File: config.mk
export PLATFORM = sky130hd
export DESIGN_NAME = sarcs_sequencer
export DESIGN_NICKNAME = d
export VERILOG_FILES = /design/src/logic/sarcs_pkg.sv /design/src/logic/sarcs_sequencer.sv
export SDC_FILE = /design/constraint.sdc
export NUM_CORES = 1
export LEC_CHECK = 0
export BUFFER_PORTS_ARGS = -buffer_cell sky130_fd_sc_hd__buf_2
export CAP_MARGIN = 25
export CORE_MARGIN = 4
export CORE_UTILIZATION = 30
export DETAILED_ROUTE_END_ITERATION = 12
export HOLD_SLACK_MARGIN = 0.06
export PLACE_DENSITY_LB_ADDON = 0.2
export RECOVER_POWER = 50
export SLEW_MARGIN = 5
export SYNTH_ARGS = -nofsm -noshare
export SYNTH_HDL_FRONTEND = slang
export SYNTH_SLANG_ARGS = --single-unit
export TNS_END_PERCENT = 10
File: constraint.sdc
create_clock -name clk_sys_in -period 1.6 [get_ports clk_sys_in]
set_input_delay 0.32 -clock clk_sys_in [delete_from_list [all_inputs] [get_ports clk_sys_in]]
set_output_delay 0.32 -clock clk_sys_in [all_outputs]
set_load 0.01 [all_outputs]
File: src/logic/sarcs_pkg.sv
// Package of constants for the conversion sequencer
package sarcs_pkg;
  localparam int unsigned RESULT_W      = 12;
  localparam int unsigned SHORT_BITS    = 8;
  localparam int unsigned CLK_HZ        = 25000000;
  localparam int unsigned CONV_CLK_HZ   = 1000000;
  localparam int unsigned CONV_DIV      = CLK_HZ / CONV_CLK_HZ;
  localparam logic [11:0] RESULT_RST    = 12'h000;
  localparam logic [3:0]  BIT_IDX_MSB   = 4'hB;
  localparam logic [3:0]  BIT_IDX_SHORT = 4'h4;
  typedef enum logic [1:0] {
    SARCS_IDLE,
    SARCS_CLEAR,
    SARCS_TRIAL
  } sarcs_state_t;
endpackage

File: src/logic/sarcs_sequencer.sv
// Successive-approximation conversion sequencer with command decode and read path
`timescale 1ns/1ps
`default_nettype none
// Behaviour
// - An accepted convert enables the conversion clock and clears the whole register first.
// - A started conversion always runs to its end and is never aborted or restarted.
// - Result outputs stay disabled while a conversion is in progress.
// - The register tests the trial word one bit per conversion clock, MSB down to LSB in 12-bit mode, MSB down to bit 4 in 8-bit mode.
// - A trial bit is kept when the comparator says sum below input and cleared when above.
// - Deciding the last trial bit raises an end-of-conversion indication.
// - End of conversion stops the clock, drops the status output and re-enables reads.
// - After all bits the register holds the final result, which the read path shows.
// - Byte select sampled at start picks 12-bit when low and 8-bit when high.
// - Status goes high when a conversion begins and stays high until it completes.
// - Convert commands arriving during a conversion are ignored.
// - With enable high and select low, read-not-convert high reads and low converts.
module sarcs_sequencer #(
  parameter int unsigned CONV_DIV = sarcs_pkg::CONV_DIV
) (
  input  wire logic        clk_sys_in,
  input  wire logic        rst_n_in,
  input  wire logic        chip_enable_in,
  input  wire logic        chip_select_n_in,
  input  wire logic        read_not_convert_in,
  input  wire logic        length_byte_select_in,
  input  wire logic        word_format_12_in,
  input  wire logic        comparator_sum_below_in,
  output logic             conversion_status_out,
  output logic             conv_clk_en_out,
  output logic             end_of_conversion_out,
  output logic [11:0]      trial_word_out,
  output logic [11:0]      data_out,
  output logic [11:0]      data_oe_out
);
  // Bit period must cover the trial word flop and two comparator flops: keep CONV_DIV >= 4
  localparam int unsigned DIV_W = (CONV_DIV > 1) ? $clog2(CONV_DIV) : 1;
  localparam logic [DIV_W-1:0] DIV_LAST = DIV_W'(CONV_DIV - 1);

  // Host pins come from outside the clock domain
  // Select and read-not-convert reset high, so no command is seen after reset
  logic [1:0] ce_sync_r;
  logic [1:0] csn_sync_r;
  logic [1:0] rnc_sync_r;
  logic [1:0] bsel_sync_r;
  logic [1:0] fmt_sync_r;
  logic [1:0] cmp_sync_r;
  logic       ce_s;
  logic       csn_s;
  logic       rnc_s;
  logic       bsel_s;
  logic       fmt_s;
  logic       cmp_s;

  always_ff @(posedge clk_sys_in) begin
    if (!rst_n_in) begin
      ce_sync_r   <= 2'h0;
      csn_sync_r  <= 2'h3;
      rnc_sync_r  <= 2'h3;
      bsel_sync_r <= 2'h0;
      fmt_sync_r  <= 2'h0;
      cmp_sync_r  <= 2'h0;
    end else begin
      ce_sync_r   <= {ce_sync_r[0], chip_enable_in};
      csn_sync_r  <= {csn_sync_r[0], chip_select_n_in};
      rnc_sync_r  <= {rnc_sync_r[0], read_not_convert_in};
      bsel_sync_r <= {bsel_sync_r[0], length_byte_select_in};
      fmt_sync_r  <= {fmt_sync_r[0], word_format_12_in};
      cmp_sync_r  <= {cmp_sync_r[0], comparator_sum_below_in};
    end
  end

  assign ce_s   = ce_sync_r[1];
  assign csn_s  = csn_sync_r[1];
  assign rnc_s  = rnc_sync_r[1];
  assign bsel_s = bsel_sync_r[1];
  assign fmt_s  = fmt_sync_r[1];
  assign cmp_s  = cmp_sync_r[1];

  logic access_act;
  logic convert_cmd;
  logic read_cmd;
  assign access_act  = ce_s && !csn_s;
  assign convert_cmd = access_act && !rnc_s;
  assign read_cmd    = access_act && rnc_s;

  // Sequencer state
  sarcs_pkg::sarcs_state_t state_r;
  sarcs_pkg::sarcs_state_t state_nxt;
  logic [11:0]             approximation_register_r;
  logic [11:0]             approximation_register_nxt;
  logic [3:0]              bit_idx_r;
  logic [3:0]              bit_idx_nxt;
  logic                    short_conv_r;
  logic                    short_conv_nxt;
  logic [DIV_W-1:0]        div_cnt_r;
  logic [DIV_W-1:0]        div_cnt_nxt;
  logic                    status_r;
  logic                    status_nxt;
  logic                    eoc_r;
  logic                    eoc_nxt;
  logic                    conv_tick;
  logic [3:0]              last_idx;

  assign conv_tick = (div_cnt_r == DIV_LAST);
  assign last_idx  = short_conv_r ? sarcs_pkg::BIT_IDX_SHORT : 4'h0;

  always_comb begin
    state_nxt                  = state_r;
    approximation_register_nxt = approximation_register_r;
    bit_idx_nxt                = bit_idx_r;
    short_conv_nxt             = short_conv_r;
    div_cnt_nxt                = div_cnt_r;
    status_nxt                 = status_r;
    eoc_nxt                    = 1'b0;
    unique case (state_r)
      sarcs_pkg::SARCS_IDLE: begin
        div_cnt_nxt = '0;
        if (convert_cmd) begin
          state_nxt                  = sarcs_pkg::SARCS_CLEAR;
          approximation_register_nxt = sarcs_pkg::RESULT_RST;
          short_conv_nxt             = bsel_s;
          bit_idx_nxt                = sarcs_pkg::BIT_IDX_MSB;
          status_nxt                 = 1'b1;
        end
      end
      sarcs_pkg::SARCS_CLEAR: begin
        // Convert commands have no path out of the busy states
        state_nxt = sarcs_pkg::SARCS_TRIAL;
      end
      sarcs_pkg::SARCS_TRIAL: begin
        // Divider runs only here: the gated conversion clock
        div_cnt_nxt = conv_tick ? '0 : div_cnt_r + DIV_W'(1);
        if (conv_tick) begin
          // Comparator sampled at end of the trial period for settling
          approximation_register_nxt[bit_idx_r] = cmp_s;
          if (bit_idx_r == last_idx) begin
            state_nxt  = sarcs_pkg::SARCS_IDLE;
            eoc_nxt    = 1'b1;
            status_nxt = 1'b0;
          end else begin
            bit_idx_nxt = bit_idx_r - 4'h1;
          end
        end
      end
      default: begin
        // Unused state code falls back to idle rather than hanging busy
        state_nxt  = sarcs_pkg::SARCS_IDLE;
        status_nxt = 1'b0;
      end
    endcase
  end

  always_ff @(posedge clk_sys_in) begin
    if (!rst_n_in) begin
      state_r                  <= sarcs_pkg::SARCS_IDLE;
      approximation_register_r <= sarcs_pkg::RESULT_RST;
      bit_idx_r                <= sarcs_pkg::BIT_IDX_MSB;
      short_conv_r             <= 1'b0;
      div_cnt_r                <= '0;
      status_r                 <= 1'b0;
      eoc_r                    <= 1'b0;
    end else begin
      state_r                  <= state_nxt;
      approximation_register_r <= approximation_register_nxt;
      bit_idx_r                <= bit_idx_nxt;
      short_conv_r             <= short_conv_nxt;
      div_cnt_r                <= div_cnt_nxt;
      status_r                 <= status_nxt;
      eoc_r                    <= eoc_nxt;
    end
  end

  // Trial word shows the bit under test set on top of decided bits
  logic [11:0] trial_word;
  always_comb begin
    trial_word = approximation_register_r;
    if (state_r == sarcs_pkg::SARCS_TRIAL) begin
      trial_word[bit_idx_r] = 1'b1;
    end
  end

  // Read path; byte mode with byte select high puts low nibble left-justified with trailing zeros
  // Byte select is not latched: it must stay steady for the whole read
  logic [11:0] data_nxt;
  logic [11:0] data_r;
  logic [11:0] oe_nxt;
  logic [11:0] oe_r;
  always_comb begin
    data_nxt = data_r;
    oe_nxt   = 12'h000;
    if (read_cmd && state_r == sarcs_pkg::SARCS_IDLE) begin
      if (fmt_s) begin
        data_nxt = approximation_register_r;
        oe_nxt   = 12'hFFF;
      end else if (!bsel_s) begin
        data_nxt = {4'h0, approximation_register_r[11:4]};
        oe_nxt   = 12'h0FF;
      end else begin
        data_nxt = {4'h0, approximation_register_r[3:0], 4'h0};
        oe_nxt   = 12'h0FF;
      end
    end
  end

  always_ff @(posedge clk_sys_in) begin
    if (!rst_n_in) begin
      data_r     <= 12'h000;
      oe_r       <= 12'h000;
      trial_word_out <= 12'h000;
    end else begin
      data_r     <= data_nxt;
      oe_r       <= oe_nxt;
      trial_word_out <= trial_word;
    end
  end

  assign data_out              = data_r;
  assign data_oe_out           = oe_r;
  assign conversion_status_out = status_r;
  assign end_of_conversion_out = eoc_r;
  assign conv_clk_en_out       = (state_r == sarcs_pkg::SARCS_TRIAL);
endmodule
`default_nettype wire

; Word-level counts from Yosys, hierarchy flattened
; Index checks and enable logic that the tools add are counted.
[op_classes]
addsub = 2
mux = 26
order_cmp = 2
n_bitwise = 2
n_reduce_logical = 16
n_eq_ne = 8
[op_table]
columns = cell, n
row1 = $mux W12, 5
row2 = $pmux W12 S2, 1
row3 = $bwmux W12, 1
row4 = $mux W4, 3
row5 = $or A12 B12 Y12, 1
row6 = $pmux W5 S2, 1
row7 = $reduce_and A3 Y1, 3
row8 = $mux W8, 1
row9 = $pmux W4 S2, 1
row10 = $reduce_and A4 Y1, 2
row11 = $mux W2, 3
row12 = $pmux W2 S3, 1
row13 = $add A5 B1 Y5 const B, 1
row14 = $eq A5 B5 Y1 const B, 1
row15 = $logic_and A1 B1 Y1, 5
row16 = $lt A4 B5 Y1 const B, 1
row17 = $mux W1, 5
row18 = $mux W5, 1
row19 = $demux W1 S4, 1
row20 = $eq A4 B3 Y1, 1
row21 = $ge A4 B1 Y1 const B, 1
row22 = $ne A2 B1 Y1 const B, 2
row23 = $ne A2 B2 Y1 const B, 2
row24 = $reduce_and A2 Y1, 2
row25 = 9 further kinds, 10
[word_totals]
input_bits = 8
word_cells = 72
regBits = 74

; Depth between registers and ports, before layout
; Gate-level depths: netlist (run 1).
[logic_depth]
word_depth = 7
ltp_mapped = 7

; Worst setup path before layout (run 1)
; OpenSTA, ideal clock, no wires.
[synth_path]
path_kind = flip-flop to flip-flop
startpoint = reg div_cnt_r[0]
endpoint = reg approximation_register_r[6]
required_ns = 1.478
setup_ns = 0.122
setup_slack_ns = 0.036
stages_incl_launch_ff = 8
arrival_time_ns = 1.441
n_path_buf = 1
cell_sequence = dfxtp_1 > inv_1 > ha_1 > nand4b_1 > a2bb2oi_1 > buf_2 > nor3_1 > a311o_1
[synth_between]
elab_chain_cells = 3
[synth_lines]
columns = element, line_no
row1 = from (decl), sarcs_sequencer.sv:95  ; logic [DIV_W-1:0] div_cnt_r;
row2 = from (signal assigned), sarcs_sequencer.sv:167  ; div_cnt_r <= div_cnt_nxt;
row3 = $eq A5 B5 Y1, sarcs_sequencer.sv:104  ; assign conv_tick = (div_cnt_r == DIV_LAST);
row4 = $ne A2 B1 Y1 (no line), n/a
row5 = $reduce_and A3 Y1 (no line), n/a
row6 = to (signal assigned), sarcs_sequencer.sv:156  ; approximation_register_r <= sarcs_pkg::RESULT_RST;
row7 = to (signal assigned), sarcs_sequencer.sv:164  ; approximation_register_r <= approximation_register_nxt;
row8 = to (decl), sarcs_sequencer.sv:89  ; logic [11:0] approximation_register_r;
; No other way between the ends.
; A chain may end at the register's enable or synchronous reset.

; Final worst setup path (run 1)
[layout_path]
startpoint = reg div_cnt_r[0]
endpoint = reg approximation_register_r[8]
; Same word-level chain as after synthesis.

==> impl_results.md, run 1 <==
* Status: finished clean
* I/O Buffers at 46
* Dpl cells at approximately 480
* Total gr overflow at 0
* Vias at between 2000 and 2500
* Area grow syn2layout at 24.9%
* Synth warnings at 0
* Share of cells above drive strength 1 at around 22%
* DR pass1 iterations at 4
* Most common cell after layout, fill and taps aside: dfxtp_1
* Syn_area_per_cell at ~8.6 um2
* Slew HR at between 60 and 70%
* Final std cells w/o fill at 500
* Die area at roughly 0.011 mm2
* CTS Root Cell: clkbuf_8
* Most frequent cells in the layout: dfxtp_1 (59), buf_4 (40), nand2_1 (37), clkbuf_1 (33), nor2_1 (28)
* Synthesized Nets at approximately 340
* Slowest cell on the critical path: dfxtp_2
* Clock Sinks at 64
* Clock power frac at between 40 and 50%
* Post-layout min period at approximately 1.6 ns
* Initial DRC count at between 100 and 150
* Cell Area, Placed at ~0.0033 mm2
* Sequential power share at 52.8%
* Clock Path Buffers at 2
* CP max stage delay at ~0.33 ns
* Peak VDD IR at 0.000580 V
* Fin. Hold Viols at 0
* DR vias/cell at 4.86
* # rows at 34
* Initial antenna violation count at 0
* H-tree level count at 3
* Die Width at 105 um
* Final Instance Area at 0.00349 mm2
* Kind of critical path: flip-flop to flip-flop
* Internal power at 2400 uW
* Worst Path Arrival at around 1.8 ns
* Sequential share of the synthesized area at a little under half
* IO Count at 47
* Crit start category: flip-flop
* CP max FO at 13
* Largest net degree at the start of global routing at 23
* Max Fclk at about 0.64 GHz
* Clock Latency Late Sink at between 0.3 and 0.4 ns
* Mapped Cells at 324
* Number of flops mapped to enable cells by yosys at 0
* Sw power at 674 uW
* Total GRT Usage at 13.2%
* Comb pwr share at under 10%
* Mapped Area at 0.00280 mm2
* Remaining antenna violation count at 0
* WL/cell at roughly 14 um
* Setup violators final at 0
* Skew final at roughly 0.011 ns
* First-pass GRT wire length at 11.8 mm
* Total CTS buffers at 9
* Nature of the critical path endpoint: flip-flop
* Routability cong. at approximately 0.8
* R2R setup slack at slightly above 0.04 ns
* Slew Limit Fails at 0
* Clock Pin Slew Worst Setup and Hold Paths at 0.07 ns
* DRT Wirelength at 7.03 mm
* CTS tree: yes
* Max-cap violations at 0
* Lkg Pwr at 0.00135 uW
* Top_reg_cell synth: dfxtp_1
* Core ar. at 0.00889 mm2
* Buf+Inv Stages, Crit Path at 2
* HP Class: input port to flip-flop
* Final net count at around 400
* Fin crit share at between 90 and 100%
* Async set or reset register ratio after synthesis at 0%
* Register Area at 0.00129 mm2
* RSZ-0062 raised after global routing: yes
* DP Wirelength at between 5 and 6 mm
* CP cell instances: inv_1 > ha_1 > nand4b_1 > a2bb2oi_1 > buf_4 > nor3_1 > a311o_1
* Switching part of the total at 21.9%
* Multi-input logic area at 0.00132 mm2
* Pwr Density at around 880 mW/mm2
* CP required at around 1.8 ns
* Initial Utilization at about a third
* Worst-margin pin slew at approximately 0.53 ns
* Die Y at between 100 and 150 um
* Seq cells post-synth at 64
* Vias in the first global route at between 2000 and 2500
* Unique masters post-synth at between 40 and 50
* DR DRC count at 0
* Ant diodes at 0
* Fill count at 922
* Family with the most delay on the worst path: compound AO/OA/AOI/OAI gates
==> power groups by stage <==
stage | Sequential (uW) | Combinational (uW) | Clock, uW
CTS | 1620 | 76.2 | 1430
floorplan | 1650 | 50.0 | 0
finish | 1620 | 75.1 | 1380
detailed placement | 1660 | 76.0 | 0
global placement | 1660 | 75.1 | 0
global route | 1620 | 83.8 | 1490
==> metal layers <==
metal | share of wire [%] | vias up | track usage [%]
met5 | 0 | - | 0
met4 | 1.1 | 0 | 3.99
met3 | 5.4 | 10 | 3.91
met2 | 45 | 64 | 21.0
met1 | 48 | 1109 | 17.4
li1 | - | 1249 | -
==> cells by family (layout without fill, tap and decap cells) <==
kind of cell               after synthesis  in the layout  share of synthesized area, %
muxes                                    8              8                          2.86
and+or+nand+nor                        130            130                          24.2
xor gates and xnor gates                 1              1                         0.313
adders and majority gates                6              6                          2.69
buffers and inverters                   44            112                          7.83
DFF                                     64             64                          45.8
AOI/OAI and AO/OA                       71             71                          16.3
==> per-stage QoR <==
stage               worst slack (ns)  util [%]  setup TNS, ns  total power [uW]  hold WS [ns]
floorplan                     0.0364         -              0              1700         0.386
global route                 -0.0427      39.3        -0.0720              3200         0.153
finish                        0.0407      39.3              0              3070         0.162
global placement              0.0434      36.9              0              1730         0.391
detailed placement            0.0243      36.9              0              1730         0.396
CTS                          0.00716      39.3              0              3130         0.147
==> final cells by class <==
class | instances | share of cell area (%)
clock buffers | 11 | 4.05
clock inverters | 5 | 1.61
inverters | 7 | 0.896
multi-input cells | 216 | 37.8
flip-flops and latches | 64 | 36.9
well taps | 108 | 3.87
repair buffers | 89 | 14.9
==> Yosys cell counts (4+ instances only) <==
library cell	count	area, um2
a31oi_1	12	75.1
nand2_1	37	139
clkbuf_1	19	71.3
inv_1	5	18.8
nor3b_1	5	37.5
buf_4	10	75.1
o21ai_0	13	65.1
nor3_1	9	45.0
nor2_1	28	105
a21oi_1	21	105
and3_1	5	31.3
nand3_1	13	65.1
buf_2	6	30.0
mux2i_1	8	80.1
nand2b_1	7	43.8
and2_1	10	62.6
dfxtp_1	64	1280
o21ai_1	4	20.0
a211oi_1	4	30.0
ha_1	6	75.1
==> path summary, 6_finish.rpt <==
path                     from                     endpoint  cells past startpoint
min          chip_select_n_in                csn_sync_r[0]                      2
min reg2reg     csn_sync_r[0]                csn_sync_r[1]                      1
max              div_cnt_r[0]  approximation_register_r[8]                      7
max reg2reg      div_cnt_r[0]  approximation_register_r[8]                      7
==> registers in the layout, indices dropped and copies added (netlist names) <==
register	count
short_conv_r	1
end_of_conversion_out	1
bsel_sync_r	2
bit_idx_r	4
csn_sync_r	2
ce_sync_r	2
data_oe_out	2
state_r	2
cmp_sync_r	2
fmt_sync_r	2
approximation_register_r	12
div_cnt_r	5
conversion_status_out	1
rnc_sync_r	2
trial_word_out	12
data_out	12
==> worst reg2reg max path: cells and delay by family, from the launching register on <==
kind,cells,cell delay [ns]
compound gates,2,0.48
flops,1,0.33
buf+inv,2,0.25
simple gates,2,0.21
fa+ha+maj,1,0.18
==> repair_timing <==
item	CTS	global route
setup buffers	0	3
hold buffers	0	0
setup endpoints to repair	1	19
cloned	0	0
resized for setup	4	10
pin swaps	0	1
No activity file was read; power rests on OpenSTA's default activity.
==> inputs of run 2 (changes only) <==
--- a/config.mk
+++ b/config.mk
@@ -8,12 +8,12 @@
 export BUFFER_PORTS_ARGS = -buffer_cell sky130_fd_sc_hd__buf_2
 export CAP_MARGIN = 25
 export CORE_MARGIN = 4
-export CORE_UTILIZATION = 30
+export CORE_UTILIZATION = 50
 export DETAILED_ROUTE_END_ITERATION = 12
 export HOLD_SLACK_MARGIN = 0.06
 export PLACE_DENSITY_LB_ADDON = 0.2
 export RECOVER_POWER = 50
-export SLEW_MARGIN = 5
+export SLEW_MARGIN = 10
 export SYNTH_ARGS = -nofsm -noshare
 export SYNTH_HDL_FRONTEND = slang
 export SYNTH_SLANG_ARGS = --single-unit
==> run 2 against run 1 <==
- utilization is 25 points higher
- clock power up 4%
- routed wire length shrank 4.5%
- critical path type is now flip-flop to output pin
- register-to-register slack about the same
- final cell count is 9.8% lower
- count of clock-buffer cells in the layout increased by 1
- first-iteration DRC count is 39% higher
- highest routed layer unchanged
- flip-flop and latch count unchanged
- largest cell class unchanged
==> impl_results.md, run 2 (synthesis results as in run 1) <==
* Worst-margin pin slew at 0.699 ns (was 0.525 ns)
* Area grow syn2layout at 21.0% (was 24.9%)
* Post-CTS Hold Buffers at 0 (unchanged)
* Core ar. at 0.00527 mm2 (was 0.00889 mm2)
* Hold path endpoint: csn_sync_r[0] (unchanged)
* Crit Reg-Reg Startpoint: bit_idx_r[0] (was div_cnt_r[0])
* Die Width at 82.8 um (was 105 um)
* Clock Latency Late Sink at 0.35 ns (was 0.34 ns)
* Post-layout min period at 1.58 ns (was 1.56 ns)
* Fin. Hold Viols at 0 (unchanged)
* H-tree level count at 3 (unchanged)
* Hold path start: chip_select_n_in (unchanged)
* Skew final at 0.0109 ns (was 0.0107 ns)
* Max Fclk at 0.633 GHz (was 0.641 GHz)
* Peak VDD IR at 0.000564 V (was 0.000580 V)
* I/O Buffers at 46 (unchanged)
* # rows at 26 (was 34)
* Crit start category: flip-flop (unchanged)
* Die Y at 82.8 um (was 105 um)
* Nature of the critical path endpoint: output pin (was flip-flop)
* DR DRC count at 0 (unchanged)
* Max-cap violations at 0 (unchanged)
* Initial DRC count at 190 (was 137)
* WL/cell at 14.9 um (was 14.1 um)
* Most frequent cells in the layout: dfxtp_1 (61), nand2_1 (37), clkbuf_1 (33), nor2_1 (28), buf_4 (28) (was dfxtp_1 (59), buf_4 (40), nand2_1 (37), clkbuf_1 (33), nor2_1 (28))
* Largest net degree at the start of global routing at 26 (was 23)
* DP Wirelength at 4.64 mm (was 5.06 mm)
* Pwr Density at 927 mW/mm2 (was 880 mW/mm2)
* DRT Wirelength at 6.72 mm (was 7.03 mm)
* Vias at 2425 (was 2432)
* Vias in the first global route at 2314 (was 2383)
* Die area at 0.00685 mm2 (was 0.0109 mm2)
* Hold Path Depth at 2 (unchanged)
* Final net count at 390 (was 401)
* Reg2Reg Depth at 5 (was 7)
* Hold_ws at 0.152 ns (was 0.162 ns)
* Routability cong. at 0.878 (was 0.815)
* CTS Root Cell: clkbuf_8 (unchanged)
* DR vias/cell at 5.38 (was 4.86)
* Slew Limit Fails at 0 (unchanged)
* Total CTS buffers at 9 (unchanged)
* First-pass GRT wire length at 11.0 mm (was 11.8 mm)
* Fin util at 64.2% (was 39.3%)
* RSZ-0062 raised after global routing: yes (unchanged)
* CTS tree: yes (unchanged)
* Status: finished clean (unchanged)
* Ant diodes at 0 (unchanged)
* CP required at 1.28 ns (was 1.83 ns)
* Initial antenna violation count at 0 (unchanged)
* Reg-to-reg endpoint: bit_idx_r[1] (was approximation_register_r[8])
* Setup_tns at 0 ns (unchanged)
* R2R setup slack at 0.04 ns (about the same)
* Clock Pin Slew Worst Setup and Hold Paths at 0.07 ns (about the same)
* Total gr overflow at 0 (unchanged)
* Remaining antenna violation count at 0 (unchanged)
* DR pass1 iterations at 4 (unchanged)
* Worst Path Arrival at 1.26 ns (was 1.79 ns)
* CP max FO at 12 (was 13)
* Share of cells above drive strength 1 at 19.9% (was 22.4%)
* Slew HR at 53.4% (was 64.9%)
* HP Class: input port to flip-flop (unchanged)
* Initial Utilization at 53.0% (was 31.4%)
* Total GRT Usage at 21.7% (was 13.2%)
* Most common cell after layout, fill and taps aside: dfxtp_1 (unchanged)
* Kind of critical path: flip-flop to output pin (was flip-flop to flip-flop)
* Fin crit share at 98.7% (was 97.5%)
* Setup violators final at 0 (unchanged)
* Clock Sinks at 64 (unchanged)
* Clock Path Buffers at 2 (unchanged)
* IO Count at 47 (unchanged)
* Lkg Pwr at 0.00130 uW (was 0.00135 uW)
-- run 2: cell count changes in the layout (fill, tap and decap cells not counted), sizes merged --
| cell | before | now |
|---|---|---|
| buf | 57 | 45 |
| clkbuf | 43 | 45 |
| clkinv | 4 | 1 |
| clkinvlp | 1 | 3 |
-- run 2: worst max-delay path, stage by stage, from the launching register on --
cell and delay (ns):
dfxtp_2 0.35, nand2b_4 0.17, buf_4 0.16, inv_8 0.09, buf_2 0.14
-- run 2: how the worst max path moves through the flow --
stage	start	endpoint	slack (ns)
after floorplan	div_cnt_r[0]	approximation_register_r[6]	0.04
after global placement	div_cnt_r[0]	approximation_register_r[8]	0.08
after detailed placement	state_r[1]	data_out[4]	0.04
after CTS	state_r[0]	conv_clk_en_out	0.008
after global routing	state_r[0]	conv_clk_en_out	-0.04
final	state_r[0]	conv_clk_en_out	0.02
-- run 2: stage by stage --
step	total power (uW)	cell area [um2]	instances	setup slack, ns
after detailed placement	1730	3170	434	0.0367
after floorplan	1700	2800	324	0.0364
after CTS	3160	3390	450	0.00769
final	3140	3380	451	0.0212
after global routing	3250	3380	451	-0.0426
after global placement	1730	3170	434	0.0837
-- run 2: where the power goes --
group / internal, uW / switching [uW]
Sequential: 1610 / 14.2
Combinational: 28.6 / 43.2
Clock: 805 / 640
Total: 2440 / 697
-- run 2: timing repair --
action,CTS,global route
endpoints found under the setup margin,1,18
pin swaps,0,1
buffers inserted,0,1
gates resized for setup,6,8
hold endpoints to repair,0,0
-- run 2: cell type report --
class | instances | area, um2
Fill cell | 477 | 1890
Multi-Input combinational cell | 216 | 1330
Tap cell | 70 | 87.6
Sequential cell | 64 | 1290
Inverter | 7 | 33.8
Timing Repair Buffer | 78 | 442
Clock inverter | 4 | 52.6
Clock buffer | 12 | 155
-- run 2: routing by layer --
metal	share of wire (%)	routed length, um	up-vias	track usage (%)
li1	-	-	1219	-
met1	43	2910	1148	25.6
met2	51	3390	49	36.8
met3	4.8	322	9	6.59
met4	1.3	90	0	8.50
met5	0	0	-	0
==> inputs of run 3 (changes only) <==
--- a/config.mk
+++ b/config.mk
@@ -5,6 +5,7 @@
 export SDC_FILE = /design/constraint.sdc
 export NUM_CORES = 1
 export LEC_CHECK = 0
+export ABC_AREA = 1
 export BUFFER_PORTS_ARGS = -buffer_cell sky130_fd_sc_hd__buf_2
 export CAP_MARGIN = 25
 export CORE_MARGIN = 4
@@ -13,6 +14,7 @@
 export HOLD_SLACK_MARGIN = 0.06
 export PLACE_DENSITY_LB_ADDON = 0.2
 export RECOVER_POWER = 50
+export SETUP_SLACK_MARGIN = 0.2
 export SLEW_MARGIN = 10
 export SYNTH_ARGS = -nofsm -noshare
 export SYNTH_HDL_FRONTEND = slang
==> run 3 against run 2 <==
- routed wire length is 7.5% higher
- clock skew fell by 0.0031 ns
- critical path depth increased by 5
- synthesized cell count increased by 19%
- sequential share of layout area shrank 2.4 points
- non-clock buffer count decreased by 7
- worst setup slack improved by 0.13 ns
- first-iteration DRC count decreased by 14%
- final cell count grew 16%
- combinational power increased by 42%
- area after synthesis rose by 5.2%
- largest cell class unchanged
==> impl_results.md, run 3 <==
* Status: finished clean (unchanged)
* Crit Reg-Reg Startpoint: bit_idx_r[1] (was bit_idx_r[0])
* Routability cong. at 0.891 (was 0.878)
* Top_reg_cell synth: dfxtp_1 (unchanged)
* Initial antenna violation count at 0 (unchanged)
* Initial DRC count at 164 (was 190)
* Die area at 0.00717 mm2 (was 0.00685 mm2)
* Smallest setup slack after layout at 0.155 ns (was 0.0212 ns)
* Setup violators final at 0 (unchanged)
* CP required at 1.80 ns (was 1.28 ns)
* Synthesized Nets at 401 (was 338)
* Area grow syn2layout at 23.5% (was 21.0%)
* Total CTS buffers at 9 (unchanged)
* Hold Path Depth at 3 (was 2)
* Post-CTS Hold Buffers at 0 (unchanged)
* Syn_area_per_cell at 7.60 um2 (was 8.63 um2)
* Count leader, synth: nand2_1 (was dfxtp_1)
* DP Wirelength at 4.59 mm (was 4.64 mm)
* Worst Path Arrival at 1.64 ns (was 1.26 ns)
* Clock Latency Late Sink at 0.34 ns (was 0.35 ns)
* Reg-to-reg endpoint: bit_idx_r[0] (was bit_idx_r[1])
* Async set or reset register ratio after synthesis at 0% (unchanged)
* Most frequent cells in the layout: nand2_1 (73), dfxtp_1 (58), inv_1 (38), nor2_1 (36), a21oi_1 (34) (was dfxtp_1 (61), nand2_1 (37), clkbuf_1 (33), nor2_1 (28), buf_4 (28))
* H-tree level count at 3 (unchanged)
* Vias at 2664 (was 2425)
* Dpl ws at 0.0688 ns (was 0.0367 ns)
* RSZ-0062 raised after global routing: yes (unchanged)
* Slew HR at 54.5% (was 53.4%)
* Lkg Pwr at 0.00154 uW (was 0.00130 uW)
* Post-synth top area cell: dfxtp_1 (unchanged)
* CP max FO at 4 (was 12)
* DR vias/cell at 5.10 (was 5.38)
* Synth top area cells: dfxtp_1 (44%), nand2_1 (10%), a21oi_1 (6.1%) (was dfxtp_1 (46%), nand2_1 (5.0%), a21oi_1 (3.8%))
* Largest net degree at the start of global routing at 35 (was 26)
* Vias in the first global route at 2370 (was 2314)
* Worst-margin pin slew at 0.683 ns (was 0.699 ns)
* Post-layout min period at 1.44 ns (was 1.58 ns)
* Mapped Area at 0.00294 mm2 (was 0.00280 mm2)
* Skew final at 0.00779 ns (was 0.0109 ns)
* DR pass1 iterations at 4 (unchanged)
* Mapped Cells at 387 (was 324)
* Fin util at 64.8% (was 64.2%)
* Post-synth top area share at 43.6% (was 45.8%)
* Unique masters post-synth at 31 (was 49)
* Hold path endpoint: bsel_sync_r[0] (was csn_sync_r[0])
* Peak VDD IR at 0.000580 V (was 0.000564 V)
* Number of flops mapped to enable cells by yosys at 0 (unchanged)
* DRT Wirelength at 7.22 mm (was 6.72 mm)
* Most common cell after layout, fill and taps aside: nand2_1 (was dfxtp_1)
* Commonest cells post-synth: nand2_1 (79), dfxtp_1 (64), inv_1 (45) (was dfxtp_1 (64), nand2_1 (37), nor2_1 (28))
* Total gr overflow at 0 (unchanged)
* R2R setup slack at 0.16 ns (was 0.04 ns)
* Die Y at 84.7 um (was 82.8 um)
* Crit start category: flip-flop (unchanged)
* Initial Utilization at 52.5% (was 53.0%)
* Kind of critical path: flip-flop to flip-flop (was flip-flop to output pin)
* Pwr Density at 951 mW/mm2 (was 927 mW/mm2)
* Ant diodes at 0 (unchanged)
* Nature of the critical path endpoint: flip-flop (was output pin)
* Slew Limit Fails at 0 (unchanged)
* First-pass GRT wire length at 11.1 mm (was 11.0 mm)
* Share of cells above drive strength 1 at 25.3% (was 19.9%)
* Reg2Reg Depth at 9 (was 5)
* Core ar. at 0.00561 mm2 (was 0.00527 mm2)
* Total GRT Usage at 19.6% (was 21.7%)
* Fin. Hold Viols at 0 (unchanged)
* Max-cap violations at 0 (unchanged)
* Final net count at 459 (was 390)
* Synth warnings at 0 (unchanged)
* WL/cell at 13.8 um (was 14.9 um)
* Setup_tns at 0 ns (unchanged)
* Seq cells post-synth at 64 (unchanged)
* Remaining antenna violation count at 0 (unchanged)
* Sequential share of the synthesized area at 43.6% (was 45.8%)
* Hold path start: length_byte_select_in (was chip_select_n_in)
* Clock Pin Slew Worst Setup and Hold Paths at 0.07 ns (about the same)
* Max Fclk at 0.692 GHz (was 0.633 GHz)
* Clock Sinks at 64 (unchanged)
* CTS Root Cell: clkbuf_8 (unchanged)
* DR DRC count at 0 (unchanged)
* Die Width at 84.7 um (was 82.8 um)
* IO Count at 47 (unchanged)
* I/O Buffers at 46 (unchanged)
* Clock Path Buffers at 2 (unchanged)
* Fin crit share at 90.3% (was 98.7%)
* HP Class: input port to flip-flop (unchanged)
* CTS tree: yes (unchanged)
* # rows at 27 (was 26)
run 3: cell types whose count changed after synthesis, sizes merged, moves of 7 or more:
cell	previous run	this run
clkbuf	20	7
nand2	37	84
o21ai	17	27
nand2b	7	0
nor2	28	42
a31oi	12	4
a21oi	21	37
nand3	13	38
nor3	10	0
mux2i	8	0
and2	10	0
inv	6	50
run 3: cell type report:
class	count	area (um2)
clock buffer	11	151
clock inverter	5	103
fill	508	1970
inverter	50	206
multi-input combinational	249	1400
sequential	64	1300
tap	72	90.1
timing repair buffer	71	390
run 3: critical path: stages, from the launching register on:
cell	delay (ns)
dfxtp_1	0.39
inv_2	0.08
ha_4	0.16
inv_2	0.05
nor2_1	0.03
nand3_1	0.11
nand2_2	0.11
buf_4	0.15
o21ai_2	0.12
nand3_1	0.09
run 3: stage by stage:
step / power [uW] / area (um2) / hold slack, ns / instances
finish: 3460 / 3630 / 0.155 / 522
CTS: 3490 / 3450 / 0.139 / 507
detailed placement: 1760 / 3140 / 0.396 / 488
global route: 3580 / 3630 / 0.153 / 522
floorplan: 1720 / 2940 / 0.390 / 387
global placement: 1750 / 3140 / 0.393 / 488
run 3: worst max path at each step:
stage / startpoint / endpoint
floorplan: bit_idx_r[0] / bit_idx_r[3]
global placement: div_cnt_r[0] / bit_idx_r[2]
detailed placement: bit_idx_r[0] / bit_idx_r[3]
CTS: state_r[0] / conv_clk_en_out
global route: bit_idx_r[1] / bit_idx_r[0]
finish: bit_idx_r[1] / bit_idx_r[0]
run 3: power by group:
| part | switching [uW] | internal, uW | total (uW) |
|---|---|---|---|
| Combinational | 67.2 | 34.7 | 102 |
| Clock | 617 | 1120 | 1730 |
| Sequential | 14.3 | 1610 | 1620 |
run 3: cells by family after synthesis:
kind of cell	share of synthesized area (%)
AOI/OAI and AO/OA	12.1
xor gates and xnor gates	0.596
DFF	43.6
adders and majority gates	2.55
and+or+nand+nor	28.2
buffers and inverters	13.0
run 3: what timing repair did:
action	4_1_cts	5_1_grt
resized for setup	12	37
pin swaps	2	13
cloned	1	1
buffers inserted	2	14
endpoints found under the hold margin	0	0
setup endpoints to repair	21	28
run 3: layer usage:
| metal | vias to the layer above | wire length [um] | GRT usage (%) |
|---|---|---|---|
| li1 | 1342 | - | - |
| met1 | 1221 | 3190 | 26.0 |
| met2 | 90 | 3410 | 30.1 |
| met3 | 11 | 481 | 6.08 |
| met4 | 0 | 140 | 6.91 |
| met5 | - | 0 | 0 |
